**src/logic/uoic_defs.svh**
```systemverilog
// register offsets, field positions, reset values and scaling constants
// for the user offset and interrupt configuration block
// assumes inclusion by bare name from the package file
`ifndef UOIC_DEFS_SVH
`define UOIC_DEFS_SVH

// ----------------------------------------------------------------------
// register byte addresses (printed indices times four)
// ----------------------------------------------------------------------
`define UOIC_IDX_X_OFS        8'h3C
`define UOIC_IDX_Y_OFS        8'h3D
`define UOIC_IDX_Z_OFS        8'h3E
`define UOIC_IDX_CTRL         8'h3F
`define UOIC_ADDR_X_OFS       12'h0F0
`define UOIC_ADDR_Y_OFS       12'h0F4
`define UOIC_ADDR_Z_OFS       12'h0F8
`define UOIC_ADDR_CTRL        12'h0FC
`define UOIC_ADDR_IRQ_STATUS  12'h100
`define UOIC_ADDR_IRQ_MASK    12'h104
`define UOIC_ADDR_FILTER      12'h108

// ----------------------------------------------------------------------
// control register fields, and the filter register path bit
// ----------------------------------------------------------------------
`define UOIC_BIT_DRDY_PULSE   7
`define UOIC_BIT_PIN_MERGE    6
`define UOIC_BIT_IRQ_ENABLE   5
`define UOIC_BIT_OFS_OUT      4
`define UOIC_BIT_OFS_WU       3
`define UOIC_BIT_OFS_WEIGHT   2
`define UOIC_BIT_HP_REF       1
`define UOIC_BIT_ORIENT_SRC   0
`define UOIC_BIT_FILTER_PATH  0

// ----------------------------------------------------------------------
// irq status bits
// ----------------------------------------------------------------------
`define UOIC_IRQ_DRDY         0
`define UOIC_IRQ_EVENT        1
`define UOIC_IRQ_OFS_CONFLICT 2
`define UOIC_IRQ_W            3

// ----------------------------------------------------------------------
// reset values
// ----------------------------------------------------------------------
`define UOIC_RST_OFS          8'h00
`define UOIC_RST_CTRL         8'h00
`define UOIC_RST_FILTER       8'h00

// ----------------------------------------------------------------------
// offset weight: micro-g per lsb, light 977 ug, heavy 15.6 mg
// ----------------------------------------------------------------------
`define UOIC_WEIGHT_LIGHT_UG  16'd977
`define UOIC_WEIGHT_HEAVY_UG  16'd15600

`endif

```
**src/logic/uoic_pkg.sv**
```systemverilog
// types shared by the user offset and interrupt configuration block
// assumes uoic_defs.svh on the include path
`include "uoic_defs.svh"

package uoic_pkg;
    typedef logic signed [7:0]  uoic_offset_t;
    typedef logic signed [15:0] uoic_accel_t;
    typedef logic signed [31:0] uoic_corr_t;
    typedef enum logic {UOIC_DRDY_LATCHED, UOIC_DATA_READY_PULSE_SELECT} uoic_drdy_mode_t;
endpackage : uoic_pkg

```
**src/logic/uoic_config.sv**
```systemverilog
// user offset and interrupt configuration register bank, apb slave
// assumes apb master on clock; sensor samples and events arrive on clock
//
// Local design decision: the APB register port.
`timescale 1ns/1ps

module uoic_config
    import uoic_pkg::*;
#(
    parameter int AXES = 3
)
(
    input  wire logic                      clock,
    input  wire logic                      sys_rst,
    // apb slave
    input  wire logic                      psel,
    input  wire logic                      penable,
    input  wire logic                      pwrite,
    input  wire logic [11:0]               paddr,
    input  wire logic [31:0]               pwdata,
    output logic                           pready,
    output logic [31:0]                    prdata,
    output logic                           pslverr,
    // sample path, micro-g, x in [0], y in [1], z in [2]
    input  wire uoic_pkg::uoic_corr_t      accel_in [AXES],
    input  wire logic                      sample_valid,
    output uoic_pkg::uoic_corr_t           accel_output [AXES],
    output uoic_pkg::uoic_corr_t           accel_wakeup [AXES],
    // interrupt sources
    input  wire logic                      data_ready_event,
    input  wire logic                      data_ready_clear,
    input  wire logic                      first_pin_events,
    input  wire logic                      second_pin_events,
    output logic                           first_interrupt_pin,
    output logic                           second_interrupt_pin,
    // filter steering
    output logic                           highpass_reference_enable,
    output logic                           orientation_source_select,
    output logic                           filter_path_select,
    output logic                           irq
);
    import uoic_pkg::*;

    logic         [7:0] offset_reg [AXES];
    logic         [7:0] ctrl_reg;
    logic         [7:0] filter_reg;
    logic [`UOIC_IRQ_W-1:0] irq_status_reg;
    logic [`UOIC_IRQ_W-1:0] irq_mask_reg;
    logic         [31:0] prdata_reg;
    logic                pslverr_reg;
    logic                drdy_level_reg;
    logic                drdy_pulse_reg;
    logic                first_pin_reg;
    logic                second_pin_reg;
    logic                access;
    logic                wr;
    logic                addr_ok;
    logic [`UOIC_IRQ_W-1:0] irq_set;
    logic                drdy_sig;
    uoic_corr_t          corrected [AXES];

    // ------------------------------------------------------------------
    // apb decode; zero wait states
    // ------------------------------------------------------------------
    assign access  = psel & penable;
    assign wr      = access & pwrite;
    assign pready  = 1'b1;
    assign prdata  = prdata_reg;
    assign pslverr = pslverr_reg;

    always_comb
    begin
        case (paddr)
            `UOIC_ADDR_X_OFS, `UOIC_ADDR_Y_OFS, `UOIC_ADDR_Z_OFS,
            `UOIC_ADDR_CTRL, `UOIC_ADDR_IRQ_STATUS, `UOIC_ADDR_IRQ_MASK,
            `UOIC_ADDR_FILTER:
                addr_ok = 1'b1;
            default:
                addr_ok = 1'b0;
        endcase
    end

    // ------------------------------------------------------------------
    // offset words, one per axis
    // ------------------------------------------------------------------
    genvar g;
    generate
        for (g = 0; g < AXES; g++)
        begin : g_axis
            always_ff @(posedge clock)
            begin
                if (sys_rst)
                    offset_reg[g] <= `UOIC_RST_OFS;
                else if (wr && paddr == `UOIC_ADDR_X_OFS + 12'(4 * g))
                    offset_reg[g] <= pwdata[7:0];
            end

            // one shared datapath serves output and wakeup copies
            uoic_offset_apply u_apply
            (
                .clock        (clock),
                .sys_rst      (sys_rst),
                .accel_in     (accel_in[g]),
                .offset_word  (offset_reg[g]),
                .weight_heavy (ctrl_reg[`UOIC_BIT_OFS_WEIGHT]),
                .apply        (1'b1),
                .accel_out    (corrected[g])
            );

            // raw copy delayed to line up with the corrected one
            uoic_corr_t raw_reg;
            always_ff @(posedge clock)
            begin
                if (sys_rst)
                    raw_reg <= 32'h00000000;
                else
                    raw_reg <= accel_in[g];
            end

            assign accel_output[g] = ctrl_reg[`UOIC_BIT_OFS_OUT] ? corrected[g] : raw_reg;
            // wakeup sees the offset under either enable
            assign accel_wakeup[g] =
                (ctrl_reg[`UOIC_BIT_OFS_WU] | ctrl_reg[`UOIC_BIT_OFS_OUT]) ?
                corrected[g] : raw_reg;
        end
    endgenerate

    // ------------------------------------------------------------------
    // control and filter registers
    // ------------------------------------------------------------------
    always_ff @(posedge clock)
    begin
        if (sys_rst)
            ctrl_reg <= `UOIC_RST_CTRL;
        else if (wr && paddr == `UOIC_ADDR_CTRL)
            ctrl_reg <= pwdata[7:0];
    end

    always_ff @(posedge clock)
    begin
        if (sys_rst)
            filter_reg <= `UOIC_RST_FILTER;
        else if (wr && paddr == `UOIC_ADDR_FILTER)
            filter_reg <= pwdata[7:0];
    end

    assign highpass_reference_enable = ctrl_reg[`UOIC_BIT_HP_REF];
    assign orientation_source_select = ctrl_reg[`UOIC_BIT_ORIENT_SRC];
    assign filter_path_select        = filter_reg[`UOIC_BIT_FILTER_PATH];

    // ------------------------------------------------------------------
    // data ready signalling
    // ------------------------------------------------------------------
    // latched level holds until the consumer clears it; new event wins
    always_ff @(posedge clock)
    begin
        if (sys_rst)
            drdy_level_reg <= 1'b0;
        else if (data_ready_event)
            drdy_level_reg <= 1'b1;
        else if (data_ready_clear)
            drdy_level_reg <= 1'b0;
    end

    always_ff @(posedge clock)
    begin
        if (sys_rst)
            drdy_pulse_reg <= 1'b0;
        else
            drdy_pulse_reg <= data_ready_event;
    end

    assign drdy_sig = ctrl_reg[`UOIC_BIT_DRDY_PULSE] ? drdy_pulse_reg : drdy_level_reg;

    // ------------------------------------------------------------------
    // interrupt pins
    // ------------------------------------------------------------------
    always_ff @(posedge clock)
    begin
        if (sys_rst)
        begin
            first_pin_reg  <= 1'b0;
            second_pin_reg <= 1'b0;
        end
        else if (!ctrl_reg[`UOIC_BIT_IRQ_ENABLE])
        begin
            first_pin_reg  <= 1'b0;
            second_pin_reg <= 1'b0;
        end
        else if (ctrl_reg[`UOIC_BIT_PIN_MERGE])
        begin
            first_pin_reg  <= first_pin_events | drdy_sig | second_pin_events;
            second_pin_reg <= second_pin_events;
        end
        else
        begin
            first_pin_reg  <= first_pin_events | drdy_sig;
            second_pin_reg <= second_pin_events;
        end
    end

    assign first_interrupt_pin  = first_pin_reg;
    assign second_interrupt_pin = second_pin_reg;

    // ------------------------------------------------------------------
    // sticky interrupt status, write one to clear, set wins
    // ------------------------------------------------------------------
    // conflict flags offset-on-output while the highpass path is chosen
    assign irq_set[`UOIC_IRQ_DRDY]         = data_ready_event;
    assign irq_set[`UOIC_IRQ_EVENT]        = first_pin_events | second_pin_events;
    assign irq_set[`UOIC_IRQ_OFS_CONFLICT] = sample_valid &
        ctrl_reg[`UOIC_BIT_OFS_OUT] & filter_reg[`UOIC_BIT_FILTER_PATH];

    always_ff @(posedge clock)
    begin
        if (sys_rst)
            irq_status_reg <= '0;
        else if (wr && paddr == `UOIC_ADDR_IRQ_STATUS)
            irq_status_reg <= (irq_status_reg & ~pwdata[`UOIC_IRQ_W-1:0]) | irq_set;
        else
            irq_status_reg <= irq_status_reg | irq_set;
    end

    always_ff @(posedge clock)
    begin
        if (sys_rst)
            irq_mask_reg <= '0;
        else if (wr && paddr == `UOIC_ADDR_IRQ_MASK)
            irq_mask_reg <= pwdata[`UOIC_IRQ_W-1:0];
    end

    assign irq = |(irq_status_reg & irq_mask_reg);

    // ------------------------------------------------------------------
    // read data and error response
    // ------------------------------------------------------------------
    always_ff @(posedge clock)
    begin
        if (sys_rst)
        begin
            prdata_reg  <= 32'h00000000;
            pslverr_reg <= 1'b0;
        end
        else if (psel && !penable)
        begin
            pslverr_reg <= !addr_ok;
            case (paddr)
                `UOIC_ADDR_X_OFS:      prdata_reg <= {24'h000000, offset_reg[0]};
                `UOIC_ADDR_Y_OFS:      prdata_reg <= {24'h000000, offset_reg[1]};
                `UOIC_ADDR_Z_OFS:      prdata_reg <= {24'h000000, offset_reg[AXES-1]};
                `UOIC_ADDR_CTRL:       prdata_reg <= {24'h000000, ctrl_reg};
                `UOIC_ADDR_IRQ_STATUS: prdata_reg <= {28'h0000000, irq_status_reg};
                `UOIC_ADDR_IRQ_MASK:   prdata_reg <= {28'h0000000, irq_mask_reg};
                `UOIC_ADDR_FILTER:     prdata_reg <= {24'h000000, filter_reg};
                default:               prdata_reg <= 32'h00000000;
            endcase
        end
    end
endmodule : uoic_config

```
**src/logic/uoic_offset_apply.sv**
```systemverilog
// one axis of user offset correction, in micro-g units
// assumes acceleration samples already scaled to micro-g
`timescale 1ns/1ps

module uoic_offset_apply
    import uoic_pkg::*;
(
    input  wire logic              clock,
    input  wire logic              sys_rst,
    input  wire uoic_pkg::uoic_corr_t   accel_in,
    input  wire uoic_pkg::uoic_offset_t offset_word,
    input  wire logic              weight_heavy,
    input  wire logic              apply,
    output uoic_pkg::uoic_corr_t   accel_out
);
    import uoic_pkg::*;

    uoic_corr_t scaled;
    uoic_corr_t accel_out_reg;

    // ------------------------------------------------------------------
    // weight the signed offset word
    // ------------------------------------------------------------------
    always_comb
    begin
        if (weight_heavy)
            scaled = 32'(offset_word) * $signed({16'h0000, `UOIC_WEIGHT_HEAVY_UG});
        else
            scaled = 32'(offset_word) * $signed({16'h0000, `UOIC_WEIGHT_LIGHT_UG});
    end

    // offset is subtracted: it describes the error present in the sample
    always_ff @(posedge clock)
    begin
        if (sys_rst)
            accel_out_reg <= 32'h00000000;
        else if (apply)
            accel_out_reg <= accel_in - scaled;
        else
            accel_out_reg <= accel_in;
    end

    assign accel_out = accel_out_reg;
endmodule : uoic_offset_apply

```
**config.mk**
```make
export PLATFORM = sky130hd
export DESIGN_NAME = uoic_config
export DESIGN_NICKNAME = d
export VERILOG_FILES = /design/src/logic/uoic_pkg.sv /design/src/logic/uoic_config.sv /design/src/logic/uoic_offset_apply.sv
export VERILOG_INCLUDE_DIRS = /design/src /design/src/logic
export SDC_FILE = /design/constraint.sdc
export NUM_CORES = 1
export LEC_CHECK = 0
export BUFFER_PORTS_ARGS = -buffer_cell sky130_fd_sc_hd__clkbuf_2
export CAP_MARGIN = 20
export CORE_MARGIN = 4
export CORE_UTILIZATION = 53
export CTS_CLUSTER_SIZE = 12
export DETAILED_ROUTE_END_ITERATION = 8
export GPL_TIMING_DRIVEN = 1
export PLACE_DENSITY_LB_ADDON = 0.3
export SYNTH_ARGS = -nofsm -noshare
export SYNTH_HDL_FRONTEND = slang
export SYNTH_SLANG_ARGS = --single-unit
```
**constraint.sdc**
```tcl
create_clock -name clock -period 6.1 [get_ports clock]
set_clock_uncertainty 0.15 [all_clocks]
set_input_delay 1.525 -clock clock [delete_from_list [all_inputs] [get_ports clock]]
set_output_delay 1.525 -clock clock [all_outputs]
set_load 0.01 [all_outputs]
```
==> results of run 1 <==
## metrics by stage
stage	setup TNS [ns]	std cells	hold WS [ns]	util
2_1_floorplan	-0.0862	2593	0.286	-
3_3_place_gp	-4.51	3736	0.293	0.643
3_5_place_dp	-8.64	3736	0.298	0.643
4_1_cts	-1.54	3824	0.307	0.686
5_1_grt	-14.99	3849	0.327	0.701
6_report	-4.90	3849	0.305	0.701
## routing by layer
| layer | wire length [um] | global-route usage | vias to the layer above |
|---|---|---|---|
| met2 | 34800 | 0.511 | 611 |
| met3 | 3280 | 0.0325 | 162 |
| met1 | 29200 | 0.347 | 10200 |
| met4 | 2100 | 0.0792 | 2 |
| li1 | - | - | 10300 |
| met5 | 15 | 0 | - |
## worst max-delay path: cells and delay by family, from the launching register on
kind	cells	cell delay, ns
mux	1	0.11
buf+inv	5	0.51
fa+ha+maj	6	2.31
simple gates	5	0.80
flops	1	0.46
xor+xnor	1	0.18
compound gates	10	1.75
## synthesized netlist by cell type (4+ instances only)
cell type | number | area (um^2)
o21a_1 | 30 | 225
a222oi_1 | 9 | 90.1
or3_1 | 6 | 37.5
buf_1 | 7 | 26.3
xnor2_1 | 69 | 604
clkbuf_1 | 65 | 244
nor4_1 | 12 | 75.1
and2_1 | 34 | 213
a21oi_1 | 160 | 801
mux2i_1 | 18 | 180
nand2b_1 | 36 | 225
o21ai_0 | 89 | 445
nor3_1 | 60 | 300
a211oi_1 | 29 | 218
xor2_1 | 59 | 517
or4_1 | 4 | 30.0
and3_1 | 18 | 113
edfxtp_1 | 24 | 721
nand2_1 | 115 | 432
o211a_1 | 4 | 40.0
o22a_1 | 5 | 43.8
dfxtp_1 | 227 | 4540
inv_1 | 243 | 912
buf_4 | 25 | 188
a31oi_1 | 17 | 106
nand3_1 | 39 | 195
nor2b_1 | 120 | 751
a41oi_1 | 6 | 52.6
o21bai_1 | 13 | 97.6
mux2_2 | 195 | 2200
fa_1 | 93 | 1860
nor2_1 | 199 | 747
nor3b_1 | 12 | 90.1
a31o_2 | 5 | 43.8
a211o_1 | 7 | 61.3
o31a_1 | 6 | 52.6
o31ai_1 | 8 | 60.1
a21o_1 | 66 | 495
o211ai_1 | 10 | 75.1
a21boi_0 | 9 | 67.6
or2_2 | 7 | 43.8
nand4_1 | 13 | 81.3
ha_1 | 327 | 4090
a22oi_1 | 8 | 60.1
## cell type report
class | count | area [um^2] | share of cell area
clock buffer | 39 | 792 | 0.0262
clock inverter | 9 | 66.3 | 0.00220
timing repair buffer | 726 | 4710 | 0.156
tap | 585 | 732 | 0.0242
sequential | 251 | 5270 | 0.175
inverter | 243 | 912 | 0.0302
multi-input combinational | 1996 | 17700 | 0.586
## power by group
part | total, mW | internal (mW) | switching, mW
clock network | 1.60 | 0.902 | 0.694
registers | 2.05 | 1.92 | 0.126
logic | 8.27 | 4.02 | 4.24
total | 11.9 | 6.85 | 5.06
## path summary, 6_finish.rpt
path	start	end	slack (ns)	cells after the start
min	filter_reg[7]	filter_reg[7]	0.31	2
max	offset_reg[2][0]	g_axis[2].u_apply.accel_out[25]	-0.31	28
max reg2reg	offset_reg[2][0]	g_axis[2].u_apply.accel_out[25]	-0.31	28
min reg2reg	filter_reg[7]	filter_reg[7]	0.31	2
## cells by family (layout without fill, tap and decap cells)
family	Yosys count	after routing	synth area share
flip-flops	251	251	0.228
buffers and inverters	346	1017	0.0619
multiplexers	214	214	0.104
adder cells (fa/ha/maj)	420	420	0.258
AO/OA/AOI/OAI	512	512	0.144
other	2	25	0.000326
AND/OR/NAND/NOR	695	695	0.153
XOR/XNOR	130	130	0.0506
## timing repair
item	in CTS	in global routing
pin swaps	103	73
setup buffers	40	26
setup endpoints to repair	39	44
gates resized for setup	151	99
==> results.py, run 1 <==
metrics = {
    "global_routing": {
        "grt_pass1_vias": 21700,
        "gr-usage-all-layers": 0.279,
        "grt_max_degree": 88,
        "grt_pass1_wl_um": 109000,
        "grt.overflow.total": 0,
        "antenna_found_initial": 1,
    },
    "hold_path": {
        "hold_class": "reg -> reg",
    },
    "floorplanning": {
        "core_mm2": 0.0431,
        "die_h_um": 217,
        "rows": 76,
        "die_area_mm2": 0.0469,
        "start_util": 0.535,
        "die_x_um": 217,
        "io_pins": 382,
    },
    "placed_design": {
        "port_buffers": 332,
        "gp_congestion": 0.938,
        "dp_worst_setup_slack_ns": -0.491,
        "placed_cell_area_mm2": 0.0277,
        "dpl.hpwl_um": 53600,
    },
    "sta": {
        "setup_ws_ns": -0.307,
        "slew_violations": 0,
        "period_share": 1.05,
        "slew_headroom": 0.340,
        "setup_viol": 30,
        "worst_pin_slew_ns": 0.990,
        "rsz0062_at_grt": "yes",
        "period_minus_slack_ns": 6.41,
        "report.final.hold_viol_count": 0,
        "fmax_mhz": 156,
    },
    "setup_path": {
        "critPathMaxFanout": 4,
        "worst-setup-path-type": "reg -> reg",
        "crit_path_frequent_cell": "fa_1",
        "cp.required_ns": 6.39,
        "crit_arrival_ns": 6.70,
        "end_kind": "flop",
        "worst_setup_path_start_kind": "flop",
        "slowest_stage": "fa_1",
        "slowest_delay_ns": 0.56,
    },
    "routing": {
        "routed_wl_um": 69400,
        "drt_pass1_iterations": 7,
        "drc": 0,
        "drt_iter0_markers": 1070,
        "ant_nets": 0,
        "wl_per_cell_um": 18.0,
        "dr_total_vias": 21300,
        "viasPerCell": 5.53,
    },
    "logic_synthesis": {
        "synth_flop_cell": "dfxtp_1",
        "avgSynthCellArea_um2": 8.97,
        "postSynthCellCount": 2570,
        "synth_cell_types": 85,
        "synthArstFlopShare": 0,
        "synth_edf_count": 24,
        "yosys_warnings": 0,
        "seq_area_frac_synth": 0.228,
        "syn-cell-area_mm2": 0.0231,
        "ys_ff_latch": 251,
    },
    "clock_tree": {
        "clk_latency_ns": 0.58,
        "cts_tree": "built",
        "cts_sinks": 251,
        "numCtsBuffers": 28,
        "ctsHoldBuffers": 0,
        "cts_root_buf": "clkbuf_16",
        "path_clk_slew_ns": 0.06,
        "h-tree-depth": 1,
        "clockBufferDepth": 3,
    },
    "finish": {
        "layout_commonest_cell": "buf_4",
        "fillers": 3288,
        "synthToLayoutAreaGrowth_pct": 30.9,
        "most-common-layout-cells": "378 x buf_4, 331 x clkbuf_2, 296 x ha_1, 225 x dfxtp_1, 222 x inv_1",
        "stdcell_area_mm2": 0.0302,
        "drive_gt1_frac": 0.365,
        "n_antenna_cell": 0,
        "final_nets": 3816,
    },
    "power": {
        "power_density_mw_per_mm2": 395,
        "leakage_nw": 14.8,
        "total_power_mw": 11.9,
        "peakVddDrop_mv": 0.298,
    },
    "status": {
        "violations": "negative setup slack",
        "outcome": "complete, but fails checks",
    },
    "job": {
        "cap_violations": 0,
    },
}
(Power assumes the default switching activity.)
==> inputs of run 2 (changes only) <==
- CORE_ASPECT_RATIO: not set -> 0.7
- PLACE_DENSITY: not set -> 0.79
- PLACE_DENSITY_LB_ADDON: 0.3 -> not set
- SETUP_SLACK_MARGIN: not set -> 0.02
==> run 2 against run 1 <==
The run still ends with negative setup slack left; combinational power up 8.5%; cell count up 1.5%; via count up 2.9%; worst setup slack worse by 0.22 ns; sequential power about the same; critical path depth down 4; global-route usage up 2.2 points; non-clock buffer count up 63; die area up 0.11%; largest power group unchanged; highest routed layer is now met4.
==> results.py, run 2 (same netlist as run 1, synthesis figures left out) <==
metrics = {
    "power": {
        "peakVddDrop_mv": 0.268,
        "power_density_mw_per_mm2": 407,
        "total_power_mw": 12.7,
        "leakage_nw": 15.2,
    },
    "setup_path": {
        "worst-setup-path-type": "reg -> reg",
        "startpoint": "offset_reg[0][0]",
        "reg2reg_setup_slack_ns": -0.53,
        "cp_cell_sequence": "buf_4, buf_6, fa_2, ha_4, fa_1, fa_1, ha_1, inv_2, o21bai_2, a2111oi_4, nor2_1, a21o_1, a211oi_2, nor2_1, mux2i_1, ha_1, o21a_1, and2_1, a221o_1, or2_4, a211o_1, a21oi_2, xor2_1, nor2_1",
        "path_buf_inv": 3,
        "worst-path-stages": 24,
        "crit_arrival_ns": 6.93,
        "r2r_cells": 24,
        "worst_setup_path_start_kind": "flop",
        "cp_top_family": "adder cells",
        "cp.required_ns": 6.40,
        "r2r_start": "offset_reg[0][0]",
        "crit_path_frequent_cell": "nor2_1",
        "critPathCapture": "g_axis[0].u_apply.accel_out[24]",
        "rr_endpoint": "g_axis[0].u_apply.accel_out[24]",
        "end_kind": "flop",
        "slowest_delay_ns": 0.63,
        "critPathMaxFanout": 4,
        "slowest_stage": "fa_2",
    },
    "sta": {
        "setup_tns_ns": -8.21,
        "slew_violations": 0,
        "report.final.hold_viol_count": 0,
        "rsz0062_at_grt": "yes",
        "slew_headroom": 0.357,
        "period_minus_slack_ns": 6.63,
        "fmax_mhz": 151,
        "setup_viol": 36,
        "period_share": 1.09,
        "worst_pin_slew_ns": 0.965,
        "setup_ws_ns": -0.530,
    },
    "routing": {
        "viasPerCell": 5.61,
        "routed_wl_um": 75900,
        "drt_iter0_markers": 1621,
        "wl_per_cell_um": 19.4,
        "drc": 0,
        "drt_pass1_iterations": 5,
        "dr_total_vias": 21900,
        "ant_nets": 0,
    },
    "clock_tree": {
        "cts_root_buf": "clkbuf_16",
        "ctsHoldBuffers": 0,
        "path_clk_slew_ns": 0.07,
        "numCtsBuffers": 27,
        "cts_tree": "built",
        "cts_sinks": 251,
        "clockBufferDepth": 3,
        "h-tree-depth": 1,
        "clk_latency_ns": 0.58,
    },
    "global_routing": {
        "grt.overflow.total": 0,
        "grt_use_met3": 0.0405,
        "antenna_found_initial": 0,
        "grt_pass1_wl_um": 116000,
        "grt_pass1_vias": 22200,
        "gr-usage-all-layers": 0.301,
        "gr-usage-met2": 0.516,
        "grt_max_degree": 95,
        "grtUsageMet1": 0.401,
        "grt-busiest-layer": "met2",
    },
    "placed_design": {
        "gp_congestion": 1.01,
        "port_buffers": 332,
        "dpl.hpwl_um": 58900,
        "dp_worst_setup_slack_ns": -0.636,
        "dp.cells": 3785,
    },
    "finish": {
        "final_nets": 3878,
        "most-common-layout-cells": "419 x buf_4, 331 x clkbuf_2, 279 x ha_1, 225 x dfxtp_1, 221 x inv_1",
        "fin_cells": 3906,
        "layout_commonest_cell": "buf_4",
        "drive_gt1_frac": 0.387,
        "synthToLayoutAreaGrowth_pct": 34.8,
        "n_antenna_cell": 0,
        "multi_input_area_mm2": 0.0180,
        "fillers": 3057,
        "regArea_mm2": 0.00527,
    },
    "job": {
        "cap_violations": 0,
    },
    "status": {
        "violations": "negative setup slack",
        "outcome": "complete, but fails checks",
    },
    "floorplanning": {
        "core_mm2": 0.0426,
        "die_area_mm2": 0.0470,
        "start_util": 0.541,
        "die_x_um": 257,
        "io_pins": 382,
        "rows": 63,
        "die_h_um": 183,
    },
    "hold_path": {
        "hold_class": "reg -> reg",
    },
}
run 2: worst min-delay path by stage:
stage / start / end / slack (ns) / depth (start not counted)
global route: ctrl_reg[6] / ctrl_reg[6] / 0.35 / 2
global placement: filter_reg[7] / filter_reg[7] / 0.30 / 2
finish: filter_reg[4] / filter_reg[4] / 0.32 / 2
floorplan: filter_reg[3] / filter_reg[3] / 0.29 / 2
detailed placement: filter_reg[7] / filter_reg[7] / 0.31 / 2
CTS: filter_reg[7] / filter_reg[7] / 0.31 / 2
run 2: where the power goes:
group	internal (mW)	switching, mW	leakage, nW	total, mW
combinational	4.37	4.59	12.7	8.97
sequential	1.92	0.141	2.11	2.06
clock	0.923	0.713	0.415	1.64
run 2: timing repair:
action | in CTS | in global routing
setup endpoints to repair | 40 | 45
endpoints found under the hold margin | 0 | 0
pin swaps | 152 | 112
buffers inserted | 50 | 38
gates resized for setup | 180 | 139
run 2: metrics by stage:
| step | utilization | area, um^2 | hold WS, ns |
|---|---|---|---|
| floorplan | - | 23300 | 0.286 |
| global placement | 0.659 | 28100 | 0.300 |
| detailed placement | 0.659 | 28100 | 0.307 |
| CTS | 0.705 | 30100 | 0.314 |
| global route | 0.729 | 31100 | 0.351 |
| finish | 0.729 | 31100 | 0.318 |
run 2: final cells by class:
class,count,area share
multi-input cells,1996,0.580
repair buffers,789,0.170
flip-flops and latches,251,0.170
inverters,243,0.0294
clock buffers,36,0.0248
well taps,585,0.0235
clock inverters,6,0.00246
run 2: worst min-delay path, cell delays in order, from the launching register on:
cell and delay (ns):
dfxtp_1 0.31, nand2_1 0.05, a21oi_1 0.05
run 2: per-layer routing:
metal	routed length, um	part of all wire	vias up
met5	0	0	-
met4	2310	0.030	0
met3	4420	0.058	143
met2	35900	0.47	770
met1	33300	0.44	10600
li1	-	-	10400
==> inputs of run 3 (changes only) <==
- GPL_ROUTABILITY_DRIVEN: not set -> 0
- PLACE_DENSITY: 0.79 -> 0.78
==> run 3 against run 2 <==
The flow still finishes with violations (negative setup slack); flip-flop and latch count is the same; die area unchanged; first-iteration DRC count increased by 7.6%; critical path depth increased by 1; sequential share of layout area up 0.20 points; largest power group unchanged; highest routed layer unchanged.
==> results.py, run 3 (same netlist as run 1, synthesis figures left out) <==
metrics = {
    "status": {
        "outcome": "complete, but fails checks",
        "violations": "negative setup slack",
    },
    "setup_path": {
        "slowest_delay_ns": 0.57,
        "cp_top_family": "adder cells",
        "r2r_cells": 25,
        "crit_path_frequent_cell": "fa_1",
        "end_kind": "flop",
        "cp.required_ns": 6.38,
        "path_buf_inv": 3,
        "worst-setup-path-type": "reg -> reg",
        "worst_setup_path_start_kind": "flop",
        "reg2reg_setup_slack_ns": -0.52,
        "worst-path-stages": 25,
        "r2r_start": "offset_reg[0][2]",
        "slowest_stage": "fa_1",
        "critPathMaxFanout": 4,
        "crit_arrival_ns": 6.90,
        "rr_endpoint": "g_axis[0].u_apply.accel_out[24]",
    },
    "routing": {
        "route.met3.wl_um": 5070,
        "ant_nets": 0,
        "routed_wl_um": 75600,
        "viasPerCell": 5.68,
        "wl_met1_um": 31800,
        "top_layer_used": "met4",
        "wl_per_cell_um": 19.4,
        "wl_met2_um": 35400,
        "drc": 0,
        "dr_total_vias": 22100,
        "drt_pass1_iterations": 6,
        "drt_iter0_markers": 1745,
    },
    "global_routing": {
        "grt.overflow.total": 0,
        "gr-usage-all-layers": 0.307,
        "grt_pass1_wl_um": 119000,
        "grt_pass1_vias": 22700,
        "grt_max_degree": 96,
        "antenna_found_initial": 2,
    },
    "finish": {
        "final_util": 0.720,
        "drive_gt1_frac": 0.379,
        "synthToLayoutAreaGrowth_pct": 33.2,
        "final_nets": 3863,
        "fillers": 2869,
        "most-common-layout-cells": "412 x buf_4, 331 x clkbuf_2, 287 x ha_1, 225 x dfxtp_1, 222 x inv_1",
        "layout_commonest_cell": "buf_4",
    },
    "floorplanning": {
        "rows": 63,
        "die_area_mm2": 0.0470,
        "start_util": 0.541,
        "io_pins": 382,
        "core_mm2": 0.0426,
        "die_h_um": 183,
        "die_x_um": 257,
    },
    "hold_path": {
        "whs_path_depth": 2,
        "hold-path-endpoint": "filter_reg[2]",
        "min_from": "filter_reg[2]",
        "hold_class": "reg -> reg",
    },
    "power": {
        "power_density_mw_per_mm2": 408,
        "leakage_nw": 15.1,
        "peakVddDrop_mv": 0.294,
    },
    "placed_design": {
        "dp_worst_setup_slack_ns": -0.648,
        "dpl.hpwl_um": 57300,
        "port_buffers": 332,
    },
    "sta": {
        "fmax_mhz": 151,
        "report.final.hold_viol_count": 0,
        "whs_ns": 0.305,
        "rsz0062_at_grt": "yes",
        "slew_violations": 0,
        "worst_pin_slew_ns": 0.894,
        "period_share": 1.09,
        "setup_viol": 38,
        "slew_headroom": 0.404,
        "setup_ws_ns": -0.523,
        "period_minus_slack_ns": 6.62,
    },
    "job": {
        "cap_violations": 0,
    },
    "clock_tree": {
        "clockBufferDepth": 3,
        "cts_tree": "built",
        "path_clk_slew_ns": 0.07,
        "cts_sinks": 251,
        "numCtsBuffers": 26,
        "clk_latency_ns": 0.56,
        "h-tree-depth": 1,
        "cts_root_buf": "clkbuf_16",
    },
}
## run 3: tightest hold or removal path, delay by kind of cell, from the launching register on
family | cells | cell delay [ns]
flops | 1 | 0.31
simple gates | 1 | 0.05
compound gates | 1 | 0.05
## run 3: worst max path at each step
stage / slack [ns] / from / end
6_report: -0.52 / offset_reg[0][2] / g_axis[0].u_apply.accel_out[24]
5_1_grt: -0.76 / offset_reg[0][2] / g_axis[0].u_apply.accel_out[24]
4_1_cts: -0.36 / offset_reg[0][2] / g_axis[0].u_apply.accel_out[24]
3_5_place_dp: -0.65 / offset_reg[0][2] / g_axis[0].u_apply.accel_out[28]
3_3_place_gp: -0.40 / offset_reg[0][2] / g_axis[0].u_apply.accel_out[28]
2_1_floorplan: -0.04 / offset_reg[0][4] / g_axis[0].u_apply.accel_out[24]
## run 3: layout make-up
class,instances,area (um^2),area share
multi-input cells,1996,17900,0.582
clock buffers,36,739,0.0241
inverters,243,912,0.0297
repair buffers,775,5130,0.167
flip-flops and latches,251,5270,0.172
well taps,585,732,0.0238
clock inverters,4,56.3,0.00183
diodes,2,5.00,0.000163
## run 3: layer usage
layer  vias up  global-route usage
met5         -                   0
met4         0               0.111
met3       226              0.0474
met2       907               0.526
met1     10600               0.395
li1      10400                   -
## run 3: through the flow
stage	cells	power [mW]	setup TNS, ns	instance area, um^2
CTS	3865	11.9	-4.65	30200
finish	3892	12.5	-10.60	30700
global route	3892	13.4	-19.40	30700
detailed placement	3755	9.56	-13.21	27900
floorplan	2593	6.84	-0.0862	23300
global placement	3755	9.18	-7.05	27900
## run 3: what timing repair did
item | in CTS | in global routing
resized for setup | 213 | 74
pin swaps | 168 | 70
setup buffers | 75 | 25
hold buffers | 0 | 0
setup endpoints to repair | 41 | 49
## run 3: power breakdown
group | switching (mW) | internal, mW
clock network | 0.673 | 0.878
logic | 4.66 | 4.27
registers | 0.139 | 1.92
total | 5.47 | 7.07
